`src/core/tbds_pkg.sv`:
```
// Summary of operation
// - Host switches channels, sets channel two, reads status
// - Channel two target is a 7-bit 10 mV code
// - New code applies only after trigger bit write
// - Channel two starts on external divider
// - Dead bus lines mean pin-only stand-alone operation
// - Pin-only mode: each enable pin controls channel
// - Light-load skipping unless host disables it
// - Lock switching cycle to external clock falling edge
// - Channel one clock 180 degrees from others
// - Power ok needs all channels regulated, sequence done
// - Host reads each power-good comparator state
// - Overvoltage holds high-side switch off until cleared
// - Overcurrent past 256 cycles: shut, hiccup 8192
// - Thermal recovery restarts channels through soft-start; the code has no soft-start and moves each channel straight from off to run
// - Low bootstrap forces switch node low
// - Unconnected enable pin counts as enabled
// - Falling power ok deglitched 112 switching cycles
// - Rising power ok deglitched 616 switching cycles
// - Trigger moves channel two to internal divider
package tbds_pkg;
   // ----------------------------------------
   // Timing
   // ----------------------------------------
   localparam int CLK_KHZ = 20000;
   localparam int SW_KHZ = 500;
   localparam int SYNC_MIN_KHZ = 200;
   localparam int SYNC_MAX_KHZ = 2300;
   localparam int SW_PER_CYC = CLK_KHZ / SW_KHZ;
   localparam int SYNC_MIN_CYC = (CLK_KHZ + SYNC_MAX_KHZ - 1) / SYNC_MAX_KHZ;
   localparam int SYNC_MAX_CYC = CLK_KHZ / SYNC_MIN_KHZ;
   localparam int OC_WAIT_SW = 256;
   localparam int HICCUP_SW = 8192;
   localparam int PG_FALL_SW = 112;
   localparam int PG_RISE_SW = 616;
   // ----------------------------------------
   // Bus target and register map
   // ----------------------------------------
   localparam logic [6:0] TGT_ADDR = 7'h60;
   localparam logic [7:0] OFS_CTRL = 8'h00;
   localparam logic [7:0] OFS_VCODE = 8'h04;
   localparam logic [7:0] OFS_CMD = 8'h08;
   localparam logic [7:0] OFS_STAT = 8'h0C;
   localparam int CTRL_ON_LSB = 0;
   localparam int CTRL_SKIP_LSB = 4;
   localparam int CMD_GO_BIT = 0;
   localparam int CMD_PG_LSB = 4;
   localparam int CMD_POK_BIT = 7;
   localparam int STAT_HIC_LSB = 0;
   localparam int STAT_HOT_BIT = 3;
   localparam int STAT_OV_LSB = 4;
   localparam int STAT_BUS_BIT = 7;
   localparam logic [7:0] CTRL_RST = 8'h07;
   localparam logic [6:0] VCODE_RST = 7'h00;
   // ----------------------------------------
   // States
   // ----------------------------------------
   typedef enum logic [6:0] {
      I_IDLE = 7'h01, I_ADDR = 7'h02, I_ACKA = 7'h04, I_WR = 7'h08,
      I_ACKW = 7'h10, I_RD = 7'h20, I_ACKR = 7'h40
   } tbds_ser_t;
   typedef enum logic [2:0] {
      CH_OFF = 3'h1, CH_RUN = 3'h2, CH_HIC = 3'h4
   } tbds_ch_t;
endpackage

```
`src/core/tbds_top.sv`:
```
// Added by the designer: the register addresses and the plain strobed port.
`timescale 1ns/1ps
module tbds_top #(
   parameter int HICCUP_CYC = tbds_pkg::HICCUP_SW
) (
   // Clock and reset
   input wire logic sys_clk,
   input wire logic rst_b,
   // Register port
   input wire logic [7:0] reg_addr,
   input wire logic [7:0] reg_wdata,
   input wire logic reg_wr,
   input wire logic reg_rd,
   output logic [7:0] reg_rdata,
   // Two-wire serial bus
   input wire logic scl_in,
   input wire logic sda_in,
   output logic sda_out,
   output logic sda_oe,
   // External sync clock
   input wire logic sync_clk_in,
   // Channel pins and comparators
   input wire logic [2:0] channel_on_pin,
   input wire logic [2:0] pg_cmp,
   input wire logic [2:0] ov_cmp,
   input wire logic [2:0] oc_cmp,
   input wire logic [2:0] boot_low,
   input wire logic therm_hot,
   // Power stage control
   output logic [2:0] ch_run,
   output logic [2:0] hs_off,
   output logic [2:0] ls_force,
   output logic [2:0] light_load_skip_mode,
   output logic [2:0] sw_clk,
   output logic sync_locked,
   // Channel two voltage setting
   output logic use_code_divider,
   output logic [6:0] target_voltage_code,
   // Status
   output logic power_ok_output
);
   // ----------------------------------------
   // Reset and input synchronisers
   // ----------------------------------------
   logic [1:0] rst_ff;
   logic rst_n;
   logic [18:0] in_m;
   logic [18:0] in_s;
   logic scl_q, sda_q, sync_q;
   logic scl_s, sda_s, sync_s, hot;
   logic [2:0] pin_s, pg_s, ov_s, oc_s, bl_s;

   // Release reset through two flops
   always_ff @(posedge sys_clk or negedge rst_b) begin
      if (!rst_b) begin
         rst_ff <= 2'h0;
      end else begin
         rst_ff <= {rst_ff[0], 1'b1};
      end
   end
   assign rst_n = rst_ff[1];

   // Two-flop synchronisers, third stage for edges
   always_ff @(posedge sys_clk or negedge rst_n) begin
      if (!rst_n) begin
         in_m <= 19'h0;
         in_s <= 19'h0;
         scl_q <= 1'b0;
         sda_q <= 1'b0;
         sync_q <= 1'b0;
      end else begin
         in_m <= {therm_hot, boot_low, oc_cmp, ov_cmp, pg_cmp, channel_on_pin,
                  sync_clk_in, sda_in, scl_in};
         in_s <= in_m;
         scl_q <= scl_s;
         sda_q <= sda_s;
         sync_q <= sync_s;
      end
   end
   assign {hot, bl_s, oc_s, ov_s, pg_s, pin_s, sync_s, sda_s, scl_s} = in_s;

   // ----------------------------------------
   // Registers
   // ----------------------------------------
   logic [7:0] ctrl;
   logic [6:0] vcode;
   logic bus_present;
   logic i2c_we;
   logic [1:0] i2c_idx;
   logic [7:0] i2c_dat;
   logic wr_en;
   logic [1:0] wr_idx;
   logic [7:0] wr_dat;
   wire [2:0] ch_is_run;
   wire [2:0] ch_in_hic;
   localparam logic [7:0] OFS_CTRL = tbds_pkg::OFS_CTRL;
   localparam logic [7:0] OFS_VCODE = tbds_pkg::OFS_VCODE;
   localparam logic [7:0] OFS_CMD = tbds_pkg::OFS_CMD;
   localparam int CMD_GO_BIT = tbds_pkg::CMD_GO_BIT;
   localparam int CMD_PG_LSB = tbds_pkg::CMD_PG_LSB;
   localparam int CMD_POK_BIT = tbds_pkg::CMD_POK_BIT;
   localparam int STAT_HIC_LSB = tbds_pkg::STAT_HIC_LSB;
   localparam int STAT_HOT_BIT = tbds_pkg::STAT_HOT_BIT;
   localparam int STAT_OV_LSB = tbds_pkg::STAT_OV_LSB;
   localparam int STAT_BUS_BIT = tbds_pkg::STAT_BUS_BIT;
   localparam int CTRL_ON_LSB = tbds_pkg::CTRL_ON_LSB;
   localparam int CTRL_SKIP_LSB = tbds_pkg::CTRL_SKIP_LSB;
   localparam logic [1:0] IDX_CTRL = OFS_CTRL[3:2];
   localparam logic [1:0] IDX_VCODE = OFS_VCODE[3:2];
   localparam logic [1:0] IDX_CMD = OFS_CMD[3:2];

   // Check that a port byte address is an aligned word in the map
   function automatic logic map_ok(input logic [7:0] a);
      map_ok = (a[7:4] == 4'h0) && (a[1:0] == 2'h0);
   endfunction

   // Read view shared by the port and the serial bus
   function automatic logic [7:0] tbds_rd(input logic [1:0] idx);
      tbds_rd = 8'h00;
      case (idx)
         OFS_CTRL[3:2]: tbds_rd = ctrl;
         OFS_VCODE[3:2]: tbds_rd = {1'b0, vcode};
         OFS_CMD[3:2]: begin
            tbds_rd[CMD_GO_BIT] = use_code_divider;
            tbds_rd[CMD_PG_LSB +: 3] = pg_s;
            tbds_rd[CMD_POK_BIT] = power_ok_output;
         end
         default: begin
            tbds_rd[STAT_HIC_LSB +: 3] = ch_in_hic;
            tbds_rd[STAT_HOT_BIT] = hot;
            tbds_rd[STAT_OV_LSB +: 3] = ov_s;
            tbds_rd[STAT_BUS_BIT] = bus_present;
         end
      endcase
   endfunction

   // Serial writes win over a same-cycle port write
   always_comb begin
      wr_en = i2c_we | (reg_wr & map_ok(reg_addr));
      wr_idx = i2c_we ? i2c_idx : reg_addr[3:2];
      wr_dat = i2c_we ? i2c_dat : reg_wdata;
   end

   // Control and code registers
   always_ff @(posedge sys_clk or negedge rst_n) begin
      if (!rst_n) begin
         ctrl <= tbds_pkg::CTRL_RST;
         vcode <= tbds_pkg::VCODE_RST;
      end else if (wr_en) begin
         if (wr_idx == IDX_CTRL) begin
            ctrl <= wr_dat;
         end
         if (wr_idx == IDX_VCODE) begin
            vcode <= wr_dat[6:0];
         end
      end
   end

   // Code takes effect only on the trigger bit
   always_ff @(posedge sys_clk or negedge rst_n) begin
      if (!rst_n) begin
         use_code_divider <= 1'b0;
         target_voltage_code <= tbds_pkg::VCODE_RST;
      end else if (!bus_present) begin
         use_code_divider <= 1'b0;
      end else if (wr_en && wr_idx == IDX_CMD && wr_dat[CMD_GO_BIT]) begin
         use_code_divider <= 1'b1;
         target_voltage_code <= vcode;
      end
   end

   // Port read data in the following cycle only
   always_ff @(posedge sys_clk or negedge rst_n) begin
      if (!rst_n) begin
         reg_rdata <= 8'h00;
      end else if (reg_rd && map_ok(reg_addr)) begin
         reg_rdata <= tbds_rd(reg_addr[3:2]);
      end else begin
         reg_rdata <= 8'h00;
      end
   end

   // Bus counts as present once either line is seen high
   always_ff @(posedge sys_clk or negedge rst_n) begin
      if (!rst_n) begin
         bus_present <= 1'b0;
      end else if (scl_s | sda_s) begin
         bus_present <= 1'b1;
      end
   end

   // ----------------------------------------
   // Serial bus target
   // ----------------------------------------
   tbds_pkg::tbds_ser_t st;
   logic [3:0] bitc;
   logic [7:0] shf;
   logic [7:0] rd_byte;
   logic [1:0] ptr;
   logic rw, first, mack;
   logic start, stop, rise, fall;

   // Line events, and the byte to send, kept fresh as registers change
   assign start = scl_s & scl_q & sda_q & ~sda_s;
   assign stop = scl_s & scl_q & ~sda_q & sda_s;
   assign rise = scl_s & ~scl_q;
   assign fall = ~scl_s & scl_q;
   always_comb rd_byte = tbds_rd(ptr);

   // Byte framing, acknowledge and register pointer
   always_ff @(posedge sys_clk or negedge rst_n) begin
      if (!rst_n) begin
         st <= tbds_pkg::I_IDLE;
         bitc <= 4'h0;
         shf <= 8'h00;
         ptr <= 2'h0;
         rw <= 1'b0;
         first <= 1'b0;
         mack <= 1'b0;
         sda_oe <= 1'b0;
         i2c_we <= 1'b0;
         i2c_idx <= 2'h0;
         i2c_dat <= 8'h00;
      end else begin
         i2c_we <= 1'b0;
         if (!bus_present || stop) begin
            st <= tbds_pkg::I_IDLE;
            sda_oe <= 1'b0;
         end else if (start) begin
            st <= tbds_pkg::I_ADDR;
            bitc <= 4'h0;
            sda_oe <= 1'b0;
         end else if (rise) begin
            case (st)
               tbds_pkg::I_ADDR, tbds_pkg::I_WR: begin
                  shf <= {shf[6:0], sda_s};
                  bitc <= bitc + 4'h1;
               end
               tbds_pkg::I_ACKR: mack <= ~sda_s;
               default: ;
            endcase
         end else if (fall) begin
            case (st)
               tbds_pkg::I_ADDR: if (bitc == 4'h8) begin
                  if (shf[7:1] == tbds_pkg::TGT_ADDR) begin
                     sda_oe <= 1'b1;
                     rw <= shf[0];
                     st <= tbds_pkg::I_ACKA;
                  end else begin
                     st <= tbds_pkg::I_IDLE;
                  end
               end
               tbds_pkg::I_WR: if (bitc == 4'h8) begin
                  sda_oe <= 1'b1;
                  st <= tbds_pkg::I_ACKW;
                  first <= 1'b0;
                  if (first) begin
                     ptr <= shf[1:0];
                  end else begin
                     i2c_we <= 1'b1;
                     i2c_idx <= ptr;
                     i2c_dat <= shf;
                     ptr <= ptr + 2'h1;
                  end
               end
               tbds_pkg::I_ACKA, tbds_pkg::I_ACKR: begin
                  if ((st == tbds_pkg::I_ACKA && rw) || (st == tbds_pkg::I_ACKR && mack)) begin
                     shf <= rd_byte;
                     sda_oe <= ~rd_byte[7];
                     ptr <= ptr + 2'h1;
                     bitc <= 4'h0;
                     st <= tbds_pkg::I_RD;
                  end else if (st == tbds_pkg::I_ACKA) begin
                     sda_oe <= 1'b0;
                     bitc <= 4'h0;
                     first <= 1'b1;
                     st <= tbds_pkg::I_WR;
                  end else begin
                     st <= tbds_pkg::I_IDLE;
                  end
               end
               tbds_pkg::I_ACKW: begin
                  sda_oe <= 1'b0;
                  bitc <= 4'h0;
                  st <= tbds_pkg::I_WR;
               end
               tbds_pkg::I_RD: if (bitc == 4'h7) begin
                  sda_oe <= 1'b0;
                  st <= tbds_pkg::I_ACKR;
               end else begin
                  sda_oe <= ~shf[6];
                  shf <= {shf[6:0], 1'b0};
                  bitc <= bitc + 4'h1;
               end
               default: ;
            endcase
         end
      end
   end

   // Open-drain data line only ever pulls low
   always_ff @(posedge sys_clk or negedge rst_n) begin
      if (!rst_n) begin
         sda_out <= 1'b0;
      end else begin
         sda_out <= 1'b0;
      end
   end

   // ----------------------------------------
   // Switching clock and external sync
   // ----------------------------------------
   logic [6:0] ph, per, ecnt;
   logic sync_fall, tick;
   assign sync_fall = sync_q & ~sync_s;
   assign tick = (ph == 7'h00);

   // Phase counter restarts on each valid sync falling edge
   always_ff @(posedge sys_clk or negedge rst_n) begin
      if (!rst_n) begin
         ph <= 7'h00;
         per <= 7'(tbds_pkg::SW_PER_CYC);
         ecnt <= 7'h00;
         sync_locked <= 1'b0;
      end else begin
         ecnt <= sync_fall ? 7'h00 : ((ecnt == 7'h7F) ? ecnt : ecnt + 7'h01);
         if (sync_fall && ecnt >= 7'(tbds_pkg::SYNC_MIN_CYC - 1)
             && ecnt <= 7'(tbds_pkg::SYNC_MAX_CYC - 1)) begin
            sync_locked <= 1'b1;
            per <= ecnt + 7'h01;
            ph <= 7'h00;
         end else begin
            if (sync_fall || ecnt > 7'(tbds_pkg::SYNC_MAX_CYC)) begin
               sync_locked <= 1'b0;
               per <= 7'(tbds_pkg::SW_PER_CYC);
            end
            ph <= (ph >= per - 7'h01) ? 7'h00 : ph + 7'h01;
         end
      end
   end

   // Channel one runs half a period from the other two
   always_ff @(posedge sys_clk or negedge rst_n) begin
      if (!rst_n) begin
         sw_clk <= 3'h0;
      end else begin
         sw_clk <= {{2{ph >= {1'b0, per[6:1]}}}, ph < {1'b0, per[6:1]}};
      end
   end

   // ----------------------------------------
   // Channel sequencing and protection
   // ----------------------------------------
   logic [2:0] want_on;
   // Host bits only count with a live bus
   assign want_on = pin_s & (bus_present ? ctrl[CTRL_ON_LSB +: 3] : 3'h7);

   for (genvar c = 0; c < 3; c++) begin : g_ch
      tbds_pkg::tbds_ch_t cs;
      logic [8:0] oc_cnt;
      logic [13:0] hic_cnt;
      assign ch_is_run[c] = (cs == tbds_pkg::CH_RUN);
      assign ch_in_hic[c] = (cs == tbds_pkg::CH_HIC);

      // Off, running, or waiting out a hiccup
      always_ff @(posedge sys_clk or negedge rst_n) begin
         if (!rst_n) begin
            cs <= tbds_pkg::CH_OFF;
            oc_cnt <= 9'h000;
            hic_cnt <= 14'h0000;
         end else begin
            case (cs)
               tbds_pkg::CH_OFF: begin
                  oc_cnt <= 9'h000;
                  hic_cnt <= 14'h0000;
                  if (want_on[c] && !hot) begin
                     cs <= tbds_pkg::CH_RUN;
                  end
               end
               tbds_pkg::CH_RUN: begin
                  if (!want_on[c] || hot) begin
                     cs <= tbds_pkg::CH_OFF;
                  end else if (tick) begin
                     if (!oc_s[c]) begin
                        oc_cnt <= 9'h000;
                     end else if (oc_cnt == 9'(tbds_pkg::OC_WAIT_SW)) begin
                        cs <= tbds_pkg::CH_HIC;
                     end else begin
                        oc_cnt <= oc_cnt + 9'h001;
                     end
                  end
               end
               tbds_pkg::CH_HIC: begin
                  if (hot) begin
                     cs <= tbds_pkg::CH_OFF;
                  end else if (tick) begin
                     if (hic_cnt == 14'(HICCUP_CYC - 1)) begin
                        cs <= tbds_pkg::CH_OFF;
                     end else begin
                        hic_cnt <= hic_cnt + 14'h0001;
                     end
                  end
               end
               default: cs <= tbds_pkg::CH_OFF;
            endcase
         end
      end
   end

   // Power stage drive per channel
   always_ff @(posedge sys_clk or negedge rst_n) begin
      if (!rst_n) begin
         ch_run <= 3'h0;
         hs_off <= 3'h7;
         ls_force <= 3'h0;
         light_load_skip_mode <= 3'h7;
      end else begin
         ch_run <= ch_is_run;
         hs_off <= ~ch_is_run | ov_s | bl_s;
         ls_force <= ch_is_run & bl_s;
         light_load_skip_mode <= bus_present ? ~ctrl[CTRL_SKIP_LSB +: 3] : 3'h7;
      end
   end

   // ----------------------------------------
   // Power ok deglitch
   // ----------------------------------------
   logic pg_raw;
   logic [9:0] pg_cnt;
   assign pg_raw = (&pg_s) & (&ch_is_run) & ~hot;

   // Change reported after a steady run of switching cycles
   always_ff @(posedge sys_clk or negedge rst_n) begin
      if (!rst_n) begin
         power_ok_output <= 1'b0;
         pg_cnt <= 10'h000;
      end else if (pg_raw == power_ok_output) begin
         pg_cnt <= 10'h000;
      end else if (tick) begin
         if ((power_ok_output && pg_cnt == 10'(tbds_pkg::PG_FALL_SW - 1))
             || (!power_ok_output && pg_cnt == 10'(tbds_pkg::PG_RISE_SW - 1))) begin
            power_ok_output <= pg_raw;
            pg_cnt <= 10'h000;
         end else begin
            pg_cnt <= pg_cnt + 10'h001;
         end
      end
   end
endmodule

```
`config.mk`:
```
export PLATFORM = sky130hd
export DESIGN_NAME = tbds_top
export DESIGN_NICKNAME = d
export VERILOG_FILES = /design/src/core/tbds_pkg.sv /design/src/core/tbds_top.sv
export SDC_FILE = /design/constraint.sdc
export NUM_CORES = 1
export LEC_CHECK = 0
export BUFFER_PORTS_ARGS = -buffer_cell sky130_fd_sc_hd__buf_2
export CAP_MARGIN = 20
export CORE_ASPECT_RATIO = 1.25
export CORE_MARGIN = 2
export CORE_UTILIZATION = 61
export CTS_BUF_LIST = sky130_fd_sc_hd__clkbuf_4 sky130_fd_sc_hd__clkbuf_8 sky130_fd_sc_hd__clkbuf_16
export DETAILED_ROUTE_END_ITERATION = 7
export HOLD_SLACK_MARGIN = 0.06
export PLACE_DENSITY = 0.91
export SYNTH_ARGS = -nofsm -noshare
export SYNTH_HDL_FRONTEND = slang
export SYNTH_SLANG_ARGS = --single-unit
```
`constraint.sdc`:
```
create_clock -name sys_clk -period 7.7 [get_ports sys_clk]
set_input_delay 1.54 -clock sys_clk [delete_from_list [all_inputs] [get_ports sys_clk]]
set_output_delay 1.54 -clock sys_clk [all_outputs]
set_load 0.05 [all_outputs]
```
==> metrics.yaml <==
layout:
  final_cell_area_um2: 13060
  areaGrowthSynthToFinish_pct: 12.58
  n_fill_cell: 1216
  drive_gt1_share_pct: 18.23
  antenna_cells: 0
  fin_nets: 1254
placed_design:
  port_buffers: 72
  gp_congestion: 0.8774
  dp_hpwl_um: 17320
  placed_cell_area_um2: 12110
worst_setup_path:
  r2r-end: "pg_cnt[7]$_DFFE_PN0P_"
  criticalPathCategory: "input port to flip-flop"
  critical_path.max_fanout: 8
  worstPathRequired_ns: 8.11
  r2r_slack_ns: 4.72
  worst_ep_arrival_time_ns: 3.44
  r2r-start: "ph[0]$_DFF_PN0_"
  crit_path_start_kind: "input port"
  r2r_cells: 9
  cp-end-kind: "flip-flop"
yosys:
  synth_cells: 1114
  synth_edf_count: 0
  synthTopCellsByArea: "dfrtp_1, mux2_2, nor2_1, ha_1, dfstp_2"
  synth_ff_type: "dfrtp_1"
  synth_seq_cells: 236
  netlist_area_um2: 11600
  syn_avg_cell_area_um2: 10.42
  yosysTopAreaCell: "dfrtp_1"
  ys_warn_count: 0
  synth_nets: 1190
  ys_seq_area_share_pct: 51.06
  synth.distinct_cells: 71
  synth.top_cell.area_share_pct: 47.67
  async_flop_share_pct: 100.0
clock_network:
  root_buffer: "clkbuf_16"
  clockBufferDepth: 3
  numCtsBuffers: 24
  tritoncts: "built"
  htree_levels: 1
  clkSinkCount: 236
  postCtsSetupRepairBufs: 0
  clkLatencyLatePin_ns: 0.53
  ctsHoldBuffers: 0
  ctsResizeCount: 0
  clk_pin_slew_ns: 0.06
global_route:
  grt_pass1_wl_um: 43240
  overflow: 0
  antenna_found_initial: 0
  grt_use_total_pct: 26.40
  grt_max_degree: 83
  grt_pass1_vias: 8928
detailed_routing:
  wl_per_cell_um: 18.61
  totalWireLength_um: 26580
  vias_per_cell: 6.302
  drt_iter0_drc: 744
  vias: 8999
  drc: 0
  ant_nets: 0
  dr.pass1.iters: 5
timing:
  rsz0062_at_grt: "false"
  setup_violations: 0
  hold_viol: 0
  timing.final.crit_period_ns: 3.028
  drv_slew: 0
  tns_ns: 0
  fin_crit_sh_pct: 39.33
  maxSlewHeadroom_pct: 35.28
  finClkSkew_ns: 0.01405
  max_freq_mhz: 330.2
  worst_slew_pin_slew_ns: 0.9708
power:
  ir_drop_mv: 0.2609
  p_leak_nw: 5.882
  power_density_nw_per_um2: 257.7
  internal_power_w: 0.002386
  power.switching_w: 0.0009808
  p_comb_share_pct: 18.0
  p_clk_share_pct: 39.5
  switching_share_pct: 29.13
  power_frac_seq_pct: 42.5
die:
  dieArea_um2: 20150
  die_y_um: 158.2
  initial_utilization_pct: 62.02
  fp.coreArea_um2: 18710
  die_x_um: 127.4
  num_rows: 56
  num_io_pins: 74
flow_run:
  maxCapViolCount: 0
worst_hold_path:
  hold_path.class: "flip-flop to asynchronous set/reset pin"
outcome:
  status: "finished, final reports clean"
==> synthesized netlist by cell type (all sizes together) (5+ instances only) <==
cell	instances
dfrtp	221
nor2	124
nand2	79
mux2	50
o21ai	50
nand3	45
xor2	44
inv	42
a21oi	39
ha	37
nand4	34
clkbuf	31
xnor2	31
nor3	24
and3	17
nor4	16
dfstp	15
and2	14
nor2b	13
a31oi	12
nand2b	12
buf	10
nor3b	10
or3	10
a22oi	9
mux2i	9
o31ai	9
nand3b	8
a21o	7
a22o	7
nor4b	6
or2	6
or3b	6
or4	6
or4b	6
a211oi	5
==> power groups by stage <==
stage / clock network (W) / logic (W) / registers (W)
floorplan: 0 / 0.000407 / 0.00147
detailed placement: 0 / 0.000590 / 0.00145
global route: 0.00139 / 0.000671 / 0.00144
global placement: 0 / 0.000553 / 0.00144
CTS: 0.00134 / 0.000600 / 0.00143
finish: 0.00133 / 0.000606 / 0.00143
==> state kept, by name (all words and copies together), names as in the netlist, 9 cells and up <==
register and count:
g_ch.cs 9, g_ch.hic_cnt 42, g_ch.oc_cnt 27, in_m 19, in_s 19, pg_cnt 10
==> placed cells by master, fill, tap and decap left out, types with 34 or more instances in the layout <==
cell and instances:
a21oi_1 39, mux2_2 43, nor2_1 124, nand2_1 79, nand4_1 34, ha_1 37
inv_1 42, dfrtp_1 220, nand3_1 45, o21ai_0 46, xor2_1 44, buf_2 73
==> logic make-up after synthesis <==
logic type	Yosys count	share of synthesized area (%)
AOI/OAI and AO/OA	174	9.652
xor gates and xnor gates	75	5.662
adders and majority gates	37	3.990
buffers and inverters	83	2.955
DFF	236	51.06
muxes	63	6.632
other	2	0.06473
and+or+nand+nor	444	19.98
==> metal layers <==
layer | vias up | wire (µm) | global-route usage, %
met5 | - | 0 | 0
met4 | 0 | 1123 | 11.56
met3 | 99 | 1707 | 3.988
met2 | 401 | 13520 | 46.42
li1 | 4089 | - | -
met1 | 4410 | 10230 | 32.42
==> metrics by stage <==
step                      utilization [%]  setup slack, ns  total power (W)  std cells  hold WS (ns)
after floorplan                         -           0.6625         0.001874       1114        0.3312
after global placement              64.73            4.215         0.001994       1382        0.1884
after detailed placement            64.75            4.135         0.002038       1383        0.1935
after CTS                           69.68            4.680         0.003367       1427        0.1936
after global routing                69.82            4.562         0.003507       1428        0.2097
final                               69.82            4.672         0.003367       1428        0.1809
==> how the worst max path moves through the flow <==
stage                                                    end  slack (ns)                 from  cells past startpoint
after floorplan                          bitc[0]$_DFFE_PN0P_        0.66  rst_ff[1]$_DFF_PN0_                      0
after detailed placement  target_voltage_code[2]$_DFFE_PN0P_        4.14          reg_addr[7]                      6
after CTS                 target_voltage_code[2]$_DFFE_PN0P_        4.68          reg_addr[7]                      6
final                     target_voltage_code[1]$_DFFE_PN0P_        4.67          reg_addr[1]                      6
after global placement    target_voltage_code[2]$_DFFE_PN0P_        4.21          reg_addr[7]                      6
after global routing      target_voltage_code[2]$_DFFE_PN0P_        4.56          reg_addr[1]                      6
==> layout make-up <==
| cell class | count | area, µm² | share of cell area, % |
|---|---|---|---|
| Sequential cell | 236 | 5928 | 45.38 |
| Multi-Input combinational cell | 795 | 5335 | 40.84 |
| Clock buffer | 32 | 721.9 | 5.527 |
| Timing Repair Buffer | 79 | 430.4 | 3.295 |
| Tap cell | 232 | 290.3 | 2.222 |
| Clock inverter | 12 | 198.9 | 1.523 |
| Inverter | 42 | 157.7 | 1.207 |
==> critical path, stage by stage <==
cell	delay (ns)
buf_2	0.10
nor2_1	0.14
nand4_1	0.17
or4b_2	0.68
a21boi_2	0.42
mux2_2	0.39
Power figures use the tool's default switching activity.
